## src/hw/sli_regs.vh

```
`ifndef SLI_REGS_VH
`define SLI_REGS_VH

// ==========================================
// Time base
`define SLI_CLK_HZ 10000000
`define SLI_TICK_MS 1
`define SLI_CYC_PER_MS ((`SLI_CLK_HZ / 1000) * `SLI_TICK_MS)

// ==========================================
// Pattern phase times in ms
`define SLI_BLINK_ON_MS 200
`define SLI_BLINK_OFF_MS 200
`define SLI_FLICK_ON_MS 50
`define SLI_FLICK_OFF_MS 50
`define SLI_FLASH_ON_MS 200
`define SLI_FLASH_GAP_MS 1000
`define SLI_DBL_PERIOD_MS 1600
`define SLI_SGL_PERIOD_MS 1200

// ==========================================
// Run state encodings
`define SLI_RUN_INIT 3'h0
`define SLI_RUN_BOOT 3'h1
`define SLI_RUN_PREOP 3'h2
`define SLI_RUN_SAFEOP 3'h3
`define SLI_RUN_OP 3'h4

// ==========================================
// Error encodings
`define SLI_ERR_NONE 3'h0
`define SLI_ERR_CHG_FAIL 3'h1
`define SLI_ERR_CFG 3'h2
`define SLI_ERR_WDOG 3'h3
`define SLI_ERR_FW_FAIL 3'h4

// ==========================================
// Boot phase encodings
`define SLI_BOOT_RUNNING 2'h0
`define SLI_BOOT_DONE 2'h1
`define SLI_BOOT_FAILED 2'h2

`endif

```

## src/hw/sli_sync2.v

```verilog
`timescale 1ns/1ps
// ==========================================
// Two-stage synchroniser for pin-level inputs
module sli_sync2 #(
	parameter W = 1
) (
	input wire i_sys_clk,
	input wire i_nrst,
	input wire [W-1:0] i_async,
	output wire [W-1:0] o_sync
);
	reg [W-1:0] meta_q;
	reg [W-1:0] sync_q;

	always @(posedge i_sys_clk) begin
		if (!i_nrst) begin
			meta_q <= {W{1'b0}};
			sync_q <= {W{1'b0}};
		end else begin
			meta_q <= i_async;
			sync_q <= meta_q;
		end
	end

	assign o_sync = sync_q;
endmodule

```

## src/hw/sli_status_led.v

```verilog
`timescale 1ns/1ps
`include "sli_regs.vh"

// Overview of operation
// - Blinking: 200 ms on, 200 ms off, repeating.
// - Flickering: 50 ms on, 50 ms off, repeating.
// - Single flash: 200 ms on, 1000 ms off, repeating.
// - Double flash: on 200, off 200, on 200, off 1000 ms, repeating.
// - Health lamp steady when powered, flickers when update done needs restart.
// - Flash-write lamp lit while nonvolatile write in progress.
// - Primary run lamp: off, flicker, blink, single flash, on by state.
// - Error lamp: off none, blink change failed, single flash config error.
// - Error lamp double-flashes on buffer manager watchdog expiry.
// - Primary error lamp flickers on failed firmware update; secondary never.
// - Any active error indication forces that port's run lamp off.
// - Secondary uses same encodings, without bootstrap or update-failure display.
// - Socket activity lamp off without link, blinks with link and receive.
// - Socket speed lamp lit with 100 Mbit/s link, off without link.
// - All lamps steady during boot, all flicker if boot fails.
module sli_status_led #(
	parameter CYC_PER_MS = `SLI_CYC_PER_MS
) (
	input wire i_sys_clk,
	input wire i_nrst,
	input wire [1:0] i_boot_phase,
	input wire i_fw_update_done,
	input wire i_nvm_write_busy,
	input wire [2:0] i_pri_run_state,
	input wire [2:0] i_pri_err_state,
	input wire [2:0] i_sec_run_state,
	input wire [2:0] i_sec_err_state,
	input wire [3:0] i_sock_link,
	input wire [3:0] i_sock_rx_act,
	input wire [3:0] i_sock_speed100,
	output wire o_health_lamp,
	output wire o_nvm_write_lamp,
	output wire o_pri_run_lamp,
	output wire o_pri_err_lamp,
	output wire o_sec_run_lamp,
	output wire o_sec_err_lamp,
	output wire [3:0] o_sock_act_lamp,
	output wire [3:0] o_sock_speed_lamp
);
	// Compare-only constants, kept unsized so no bits are cut
	localparam CYC_MS_M1 = CYC_PER_MS - 1;
	localparam DBL_LAST = `SLI_DBL_PERIOD_MS - 1;
	localparam SGL_LAST = `SLI_SGL_PERIOD_MS - 1;
	localparam BLINK_LAST = `SLI_BLINK_ON_MS + `SLI_BLINK_OFF_MS - 1;
	localparam FLICK_LAST = `SLI_FLICK_ON_MS + `SLI_FLICK_OFF_MS - 1;
	localparam FL_ON = `SLI_FLASH_ON_MS;
	localparam FL_ON2_START = 2 * `SLI_FLASH_ON_MS;
	localparam FL_ON2_END = 3 * `SLI_FLASH_ON_MS;
	localparam BL_ON = `SLI_BLINK_ON_MS;
	localparam FK_ON = `SLI_FLICK_ON_MS;

	// ==========================================
	// Input synchronisers
	// Status arrives from other logic and LED pads; cheap to resync all of it
	wire [1:0] boot_s;
	wire fwdone_s;
	wire nvm_s;
	wire [2:0] prun_s;
	wire [2:0] perr_s;
	wire [2:0] srun_s;
	wire [2:0] serr_s;
	wire [3:0] link_s;
	wire [3:0] rx_s;
	wire [3:0] spd_s;

	sli_sync2 #(.W(2)) u_sync_boot (
		.i_sys_clk(i_sys_clk),
		.i_nrst(i_nrst),
		.i_async(i_boot_phase),
		.o_sync(boot_s)
	);
	sli_sync2 #(.W(1)) u_sync_fwdone (
		.i_sys_clk(i_sys_clk),
		.i_nrst(i_nrst),
		.i_async(i_fw_update_done),
		.o_sync(fwdone_s)
	);
	sli_sync2 #(.W(1)) u_sync_nvm (
		.i_sys_clk(i_sys_clk),
		.i_nrst(i_nrst),
		.i_async(i_nvm_write_busy),
		.o_sync(nvm_s)
	);
	sli_sync2 #(.W(3)) u_sync_prun (
		.i_sys_clk(i_sys_clk),
		.i_nrst(i_nrst),
		.i_async(i_pri_run_state),
		.o_sync(prun_s)
	);
	sli_sync2 #(.W(3)) u_sync_perr (
		.i_sys_clk(i_sys_clk),
		.i_nrst(i_nrst),
		.i_async(i_pri_err_state),
		.o_sync(perr_s)
	);
	sli_sync2 #(.W(3)) u_sync_srun (
		.i_sys_clk(i_sys_clk),
		.i_nrst(i_nrst),
		.i_async(i_sec_run_state),
		.o_sync(srun_s)
	);
	sli_sync2 #(.W(3)) u_sync_serr (
		.i_sys_clk(i_sys_clk),
		.i_nrst(i_nrst),
		.i_async(i_sec_err_state),
		.o_sync(serr_s)
	);
	sli_sync2 #(.W(4)) u_sync_link (
		.i_sys_clk(i_sys_clk),
		.i_nrst(i_nrst),
		.i_async(i_sock_link),
		.o_sync(link_s)
	);
	sli_sync2 #(.W(4)) u_sync_rx (
		.i_sys_clk(i_sys_clk),
		.i_nrst(i_nrst),
		.i_async(i_sock_rx_act),
		.o_sync(rx_s)
	);
	sli_sync2 #(.W(4)) u_sync_spd (
		.i_sys_clk(i_sys_clk),
		.i_nrst(i_nrst),
		.i_async(i_sock_speed100),
		.o_sync(spd_s)
	);

	// ==========================================
	// Millisecond tick
	reg [13:0] pre_q;
	wire ms_tick = (pre_q == CYC_MS_M1);

	always @(posedge i_sys_clk) begin
		if (!i_nrst) begin
			pre_q <= 14'h0000;
		end else if (ms_tick) begin
			pre_q <= 14'h0000;
		end else begin
			pre_q <= pre_q + 14'h0001;
		end
	end

	// ==========================================
	// Pattern phase counters, all advanced by the one tick
	// Separate counters keep each period exact; one shared counter cannot divide all
	reg [6:0] flk_q;
	reg [8:0] blk_q;
	reg [10:0] sgl_q;
	reg [10:0] dbl_q;

	always @(posedge i_sys_clk) begin
		if (!i_nrst) begin
			flk_q <= 7'h00;
		end else if (ms_tick) begin
			flk_q <= (flk_q == FLICK_LAST) ? 7'h00 : flk_q + 7'h01;
		end
	end

	always @(posedge i_sys_clk) begin
		if (!i_nrst) begin
			blk_q <= 9'h000;
		end else if (ms_tick) begin
			blk_q <= (blk_q == BLINK_LAST) ? 9'h000 : blk_q + 9'h001;
		end
	end

	always @(posedge i_sys_clk) begin
		if (!i_nrst) begin
			sgl_q <= 11'h000;
		end else if (ms_tick) begin
			sgl_q <= (sgl_q == SGL_LAST) ? 11'h000 : sgl_q + 11'h001;
		end
	end

	always @(posedge i_sys_clk) begin
		if (!i_nrst) begin
			dbl_q <= 11'h000;
		end else if (ms_tick) begin
			dbl_q <= (dbl_q == DBL_LAST) ? 11'h000 : dbl_q + 11'h001;
		end
	end

	wire pat_flick = (flk_q < FK_ON);
	wire pat_blink = (blk_q < BL_ON);
	wire pat_single = (sgl_q < FL_ON);
	wire pat_double = (dbl_q < FL_ON) ||
		((dbl_q >= FL_ON2_START) && (dbl_q < FL_ON2_END));

	// ==========================================
	// Per-lamp pattern selection
	function run_pat;
		input [2:0] st;
		input has_boot;
		input fl;
		input bl;
		input sg;
		begin
			case (st)
				`SLI_RUN_INIT: run_pat = 1'b0;
				`SLI_RUN_BOOT: run_pat = has_boot & fl;
				`SLI_RUN_PREOP: run_pat = bl;
				`SLI_RUN_SAFEOP: run_pat = sg;
				`SLI_RUN_OP: run_pat = 1'b1;
				default: run_pat = 1'b0;
			endcase
		end
	endfunction

	function err_pat;
		input [2:0] st;
		input has_fw;
		input fl;
		input bl;
		input sg;
		input db;
		begin
			case (st)
				`SLI_ERR_NONE: err_pat = 1'b0;
				`SLI_ERR_CHG_FAIL: err_pat = bl;
				`SLI_ERR_CFG: err_pat = sg;
				`SLI_ERR_WDOG: err_pat = db;
				`SLI_ERR_FW_FAIL: err_pat = has_fw & fl;
				default: err_pat = 1'b0;
			endcase
		end
	endfunction

	// Error active only for encodings the port can show
	wire pri_err_on = (perr_s != `SLI_ERR_NONE) && (perr_s <= `SLI_ERR_FW_FAIL);
	wire sec_err_on = (serr_s != `SLI_ERR_NONE) && (serr_s <= `SLI_ERR_WDOG);

	reg pri_run_n;
	reg sec_run_n;
	reg pri_err_n;
	reg sec_err_n;
	reg health_n;
	wire [3:0] act_n;
	wire [3:0] spd_n;

	always @* begin
		if (pri_err_on) begin
			pri_run_n = 1'b0;
		end else begin
			pri_run_n = run_pat(prun_s, 1'b1, pat_flick, pat_blink, pat_single);
		end
	end

	always @* begin
		if (sec_err_on) begin
			sec_run_n = 1'b0;
		end else begin
			sec_run_n = run_pat(srun_s, 1'b0, pat_flick, pat_blink, pat_single);
		end
	end

	always @* begin
		pri_err_n = err_pat(perr_s, 1'b1, pat_flick, pat_blink, pat_single, pat_double);
	end

	always @* begin
		sec_err_n = err_pat(serr_s, 1'b0, pat_flick, pat_blink, pat_single, pat_double);
	end

	always @* begin
		if (fwdone_s) begin
			health_n = pat_flick;
		end else begin
			health_n = 1'b1;
		end
	end

	genvar s;
	generate
		for (s = 0; s < 4; s = s + 1) begin : g_sock
			assign act_n[s] = link_s[s] & rx_s[s] & pat_blink;
			assign spd_n[s] = link_s[s] & spd_s[s];
		end
	endgenerate

	// ==========================================
	// Boot override and output registers
	reg [13:0] lamp_d;
	reg [13:0] lamp_q;

	always @* begin
		case (boot_s)
			`SLI_BOOT_RUNNING: lamp_d = {14{1'b1}};
			`SLI_BOOT_FAILED: lamp_d = {14{pat_flick}};
			default: lamp_d = {health_n, nvm_s, pri_run_n, pri_err_n, sec_run_n, sec_err_n,
				act_n, spd_n};
		endcase
	end

	always @(posedge i_sys_clk) begin
		if (!i_nrst) begin
			lamp_q <= 14'h0000;
		end else begin
			lamp_q <= lamp_d;
		end
	end

	assign o_health_lamp = lamp_q[13];
	assign o_nvm_write_lamp = lamp_q[12];
	assign o_pri_run_lamp = lamp_q[11];
	assign o_pri_err_lamp = lamp_q[10];
	assign o_sec_run_lamp = lamp_q[9];
	assign o_sec_err_lamp = lamp_q[8];
	assign o_sock_act_lamp = lamp_q[7:4];
	assign o_sock_speed_lamp = lamp_q[3:0];
endmodule

```

## config.mk

```make
export PLATFORM = sky130hd
export DESIGN_NAME = sli_status_led
export DESIGN_NICKNAME = d
export VERILOG_FILES = /design/src/hw/sli_sync2.v /design/src/hw/sli_status_led.v
export VERILOG_INCLUDE_DIRS = /design/src /design/src/hw
export SDC_FILE = /design/constraint.sdc
export NUM_CORES = 1
export LEC_CHECK = 0
export BUFFER_PORTS_ARGS = -buffer_cell sky130_fd_sc_hd__clkbuf_2
export CORE_ASPECT_RATIO = 1.2
export CORE_UTILIZATION = 58
export DETAILED_ROUTE_END_ITERATION = 16
export PLACE_DENSITY = 0.85
export SLEW_MARGIN = 20
export SYNTH_ARGS = -nofsm -noshare
export SYNTH_HDL_FRONTEND = slang
export SYNTH_HIERARCHICAL = 1
export SYNTH_SLANG_ARGS = --single-unit
```

## constraint.sdc

```tcl
create_clock -name i_sys_clk -period 2.3 [get_ports i_sys_clk]
set_clock_uncertainty 0.2 [all_clocks]
set_input_delay 0.46 -clock i_sys_clk [delete_from_list [all_inputs] [get_ports i_sys_clk]]
set_output_delay 0.46 -clock i_sys_clk [all_outputs]
set_load 0.02 [all_outputs]
```

# == Word-level counts from Yosys, hierarchy flattened ==
# Index checks and enable logic that the tools add are counted.
# word_totals
regBits,122
inputBits,30
out_inout_bits,14
elab_cells,92
# op_classes
addsub,5
order_cmp,8
n_eq_ne,20
n_mux,12
n_bitwise,13
n_reduce_logical,8
# op_table
cell,n
14-bit one-hot mux with 2 select lines,1
"3-bit by 2-bit == test with 1-bit output, second input constant",8
"11-bit by 1-bit adder with 11-bit output, second input constant",2
"11-bit == test, second input constant",2
"11-bit by 8-bit < comparator with 1-bit output, second input constant",2
11-bit 2-to-1 mux,2
"14-bit by 1-bit adder with 14-bit output, second input constant",1
"14-bit == test, second input constant",1
1-bit AND,12
"11-bit by 9-bit greater-or-equal comparator with 1-bit output, second input constant",1
"11-bit by 10-bit < comparator with 1-bit output, second input constant",1
"9-bit by 1-bit adder with 9-bit output, second input constant",1
"3-bit by 1-bit == test with 1-bit output, second input constant",3
"3-bit == test, second input constant",3
"9-bit == test, second input constant",1
"9-bit by 8-bit < comparator with 1-bit output, second input constant",1
9-bit 2-to-1 mux,1
1-bit one-hot mux with 4 select lines,2
"7-bit by 1-bit adder with 7-bit output, second input constant",1
"7-bit == test, second input constant",1
"7-bit by 6-bit < comparator with 1-bit output, second input constant",1
7-bit 2-to-1 mux,1
1-bit one-hot mux with 3 select lines,2
3-bit nonzero test,2
9 further kinds,13

# == Logic depth before layout (Yosys ltp) ==
# logic_depth
word_depth,5
depth_mapped,7

# == Cells and area by module ==
# The synthesis kept the hierarchy.
# by_module_without_submodules
module,instances,cells_each,area_per_inst_um2
sli_status_led,1,392,3289.4
sli_sync2 (u_sync_link ...),3,16,210.2
sli_sync2 (u_sync_perr ...),4,12,157.7
sli_sync2 (u_sync_boot),1,8,105.1
sli_sync2 (u_sync_fwdone ...),2,4,52.6

# == Worst setup path after synthesis ==
# Ideal clock, no wire load.
# synth_timing
kind,register to register
startpoint,reg dbl_q[7]
endpoint,reg dbl_q[0]
t_arrival_ps,1627
required_ps,1973
slack_ps,345
stages_incl_launch_ff,5
n_path_buf,0
period_less_slack_ps,1955
cell_sequence,dfxtp_1 or3b_2 or4_4 o21ai_2 nor2_1
# synth_via
elab_chain_cells,2
# synth_lines
element,line_no,rtl
from (decl),sli_status_led.v:152,reg [10:0] dbl_q;
from (signal assigned),sli_status_led.v:182,dbl_q <= (dbl_q == DBL_LAST) ? 11'h000 : dbl_q + 11'h001;
11-bit == test,sli_status_led.v:182,
11-bit 2-to-1 mux,sli_status_led.v:182,
# No other way between the ends.
# A chain may end at the register's enable or synchronous reset.

# == Worst setup path in the final report ==
# layout_timing
startpoint,reg pre_q[0]
endpoint,reg blk_q[5]
# layout_via
elab_chain_cells,1
# layout_lines
element,line_no,rtl
from (decl),sli_status_led.v:133,reg [13:0] pre_q;
from (signal assigned),sli_status_led.v:142,pre_q <= pre_q + 14'h0001;
14-bit == test,sli_status_led.v:134,wire ms_tick = (pre_q == CYC_MS_M1);
to (signal assigned),sli_status_led.v:166,blk_q <= (blk_q == BLINK_LAST) ? 9'h000 : blk_q + 9'h001;
to (decl),sli_status_led.v:150,reg [8:0] blk_q;
# No other way between the ends.

==> summary.md <==
| Metric | Value |
|---|---|
| Finished Layout Cells | 691 |
| Main flop type after synthesis | dfxtp_1 |
| Most common cell after layout, fill and taps aside | dfxtp_1 |
| Synth unique cells | 49 |
| DR iter-0 viols | 281 |
| Final hold vios | 0 |
| CTS tree | done |
| Inserted Clock Buffers | 17 |
| Leak pwr | 2.29 nW |
| Tcrit/Tclk final | 94.3% |
| Die area | 8580 um2 |
| Total number of vias | 4199 |
| Transition time at the pin with the least slew margin | 0.565 ns |
| Largest family of logic cells by synthesized area | simple AND/OR/NAND/NOR gates |
| Fin area | 5900 um2 |
| Number of remaining DRC errors | 0 |
| Setup Crit Path Kind | reg -> reg |
| Placed cells | 633 |
| Worst R2R Setup Slack | 0.13 ns |
| Gpl congestion | 0.831 |
| H-tree levels | 4 |
| Headroom to the max-slew limit | 62.3% |
| CP max FO | 61 |
| Total grt overflow | 0 |
| Hold wc startpoint | i_nrst |
| Drt pass-1 iters | 8 |
| Ports | 44 |
| Simple-Gate Fraction of Synth Area | 28.3% |
| CORE AREA | 7790 um2 |
| Initial antenna violation count | 0 |
| Post-Synth XOR/XNOR Area | 2.21% |
| Compound-Gate Fraction of Synth Area | 13.9% |
| # setup viols final | 0 |
| Max Clk Rate | 461 MHz |
| Yosys warnings | 6 |
| Sink Count | 122 |
| Die Span X | 84.7 um |
| Largest net degree at the start of global routing | 62 |
| Unrepaired setup endpoints after global routing | no |
| DR vias/cell | 6.08 |
| FF/Latch Area | 2440 um2 |
| Layout area overhead | 24.0% |
| Post-synth ARST share | 0% |
| Initial Util | 61.1% |
| Routed wire length per instance | 17.2 um |
| CP endpoint kind | register |
| PwrDens | 807 nW/um2 |
| #FFs+latches synth | 122 |
| Setup Total Neg Slack | 0 ns |
| Multi-input logic area | 2210 um2 |
| Hpwl dp | 6.20 mm |
| FILL cells | 470 |
| Post-Syn Instances | 504 |
| All-layer global routing usage | 29.3% |
| Number of global-route vias before repair | 4159 |
| Worst Hold Margin | 0.230 ns |
| Hold EP | u_sync_spd/meta_q[2] |
| Global-route wire length before repair | 19.5 mm |
| Reg2Reg Capture Point | blk_q[5] |
| Layout cells sized above 1 | 15.4% |
| Max-slew violations | 0 |
| Status | finished, final reports clean |
| Syn Nets | 541 |
| Critical Path RT | 2.54 ns |
| Critical path launch point type | register |
| Hold WC Path Type | in -> reg |
| Max-Cap Viols | 0 |
| Row cnt | 35 |
| Mapped Area | 4760 um2 |
| Fin crit period | 2.17 ns |
| EDFF count, synth | 0 |
| Commonest cells after routing, fill and taps aside | 122 x dfxtp_1, 59 x and2_1, 43 x clkbuf_2 |
| Nets | 625 |
| Post-synthesis sequential area ratio | 51.3% |
| Clk Latency, worst-skew pair | 0.51 ns |
| Worst-path clk slew | 0.06 ns |
| CTS Root Cell | clkbuf_8 |
| Post CTS Setup Buffer Count | 0 |
| FF-to-FF Start | pre_q[0] |
| Port Buffer Count | 43 |
| Hold Path Depth | 2 |
| CP Data Arrival Time | 2.41 ns |
| Placed Area | 5110 um2 |
| ANT cells | 0 |
| Avg Inst Size Synth | 9.45 um2 |
| CTS max path bufs | 2 |
| Adder-cell area share of the yosys netlist | 1.84% |
| Mux contribution to synthesized area | 0.210% |
| Post-DRT Antenna Nets | 0 |
| Maximum VDD drop | 0.818 mV |
| Routed WL | 11.9 mm |
| Worst R2R Path Depth | 6 |
| Chip height | 101 um |
[what timing repair did]
action | 4_1_cts | 5_1_grt
setup endpoints to repair | 0 | 1
resized for setup | 0 | 1
endpoints found under the hold margin | 28 | 0
hold buffers | 28 | 0
[area by class of cell]
class	count	area share, %
clock buffer	17	7.02
clock inverter	13	1.67
inverter	9	0.572
multi-input combinational	356	37.4
sequential	122	41.4
tap	92	1.95
timing repair buffer	82	10.0
[cells in the mapped netlist, types with 2 or more instances]
cell | n | share of area, %
or4_1 | 13 | 2.0
nand2b_1 | 3 | 0.39
nor3_1 | 8 | 0.84
xor2_1 | 5 | 0.92
a31oi_1 | 9 | 1.2
nor3b_1 | 5 | 0.79
nand3b_1 | 2 | 0.32
and2_1 | 59 | 7.8
buf_2 | 5 | 0.53
o311a_1 | 3 | 0.63
a211oi_1 | 5 | 0.79
or3b_2 | 2 | 0.37
o31ai_1 | 13 | 2.0
or3_1 | 11 | 1.4
dfxtp_1 | 122 | 51
nor2_1 | 33 | 2.6
and4_1 | 4 | 0.74
a21o_1 | 2 | 0.32
nand3_1 | 24 | 2.5
clkbuf_1 | 11 | 0.87
o211a_1 | 2 | 0.42
or4b_1 | 3 | 0.63
ha_1 | 7 | 1.8
o21a_1 | 2 | 0.32
o211ai_1 | 2 | 0.32
nand4b_1 | 2 | 0.37
a21oi_1 | 42 | 4.4
nand2_1 | 28 | 2.2
nor4b_1 | 5 | 0.92
xnor2_1 | 7 | 1.3
nor4_1 | 2 | 0.26
o21ai_0 | 19 | 2.0
and3_1 | 6 | 0.79
a41oi_1 | 3 | 0.55
inv_1 | 9 | 0.71
nand4_1 | 13 | 1.7
[how the worst max path moves through the flow]
stage                   from  endpoint  cells past startpoint
floorplan           dbl_q[7]  dbl_q[0]                      4
global placement    dbl_q[7]  dbl_q[0]                      4
detailed placement  pre_q[0]  sgl_q[9]                      6
CTS                 pre_q[0]  blk_q[5]                      6
global route        pre_q[0]  blk_q[5]                      6
finish              pre_q[0]  blk_q[5]                      6
[state kept, by name, summed over array words and instances (netlist names), 7 cells and up]
register / flops
blk_q: 9
dbl_q: 11
pre_q: 14
sgl_q: 11
flk_q: 7
lamp_q: 14
[critical path, cell delays in order (launching register included)]
cell	delay, ns
dfxtp_1	0.35
ha_1	0.20
and3_2	0.25
nand4_2	0.12
buf_12	0.21
or4b_1	0.54
a21oi_1	0.18
[per-layer routing]
metal	routed length, um	global-route usage, %	share of wire (%)	vias to the layer above
li1	-	-	-	1998
met1	4710	32.3	40	1971
met2	6110	52.1	51	182
met3	643	7.01	5.4	48
met4	406	16.8	3.4	0
met5	0	0	0	-
[cell families after synthesis]
logic type | count (synthesis)
buf+inv | 26
simple gates | 229
xor+xnor | 12
flops | 122
compound gates | 107
mux | 1
fa+ha+maj | 7
[through the flow]
step / utilization [%] / worst slack [ns] / total power, mW
4_1_cts: 75.7 / 0.111 / 4.74
3_5_place_dp: 65.5 / 0.164 / 2.43
6_report: 75.7 / 0.131 / 4.76
2_1_floorplan: - / 0.345 / 2.35
5_1_grt: 75.7 / 0.0466 / 4.91
3_3_place_gp: 65.5 / 0.215 / 2.42
[power breakdown]
group	switching, mW	leakage (nW)	internal, mW
logic	0.115	1.05	0.112
clock network	0.999	0.235	1.31
registers	0.0364	1.00	2.18
total	1.15	2.29	3.61
Power figures use the tool's default switching activity.
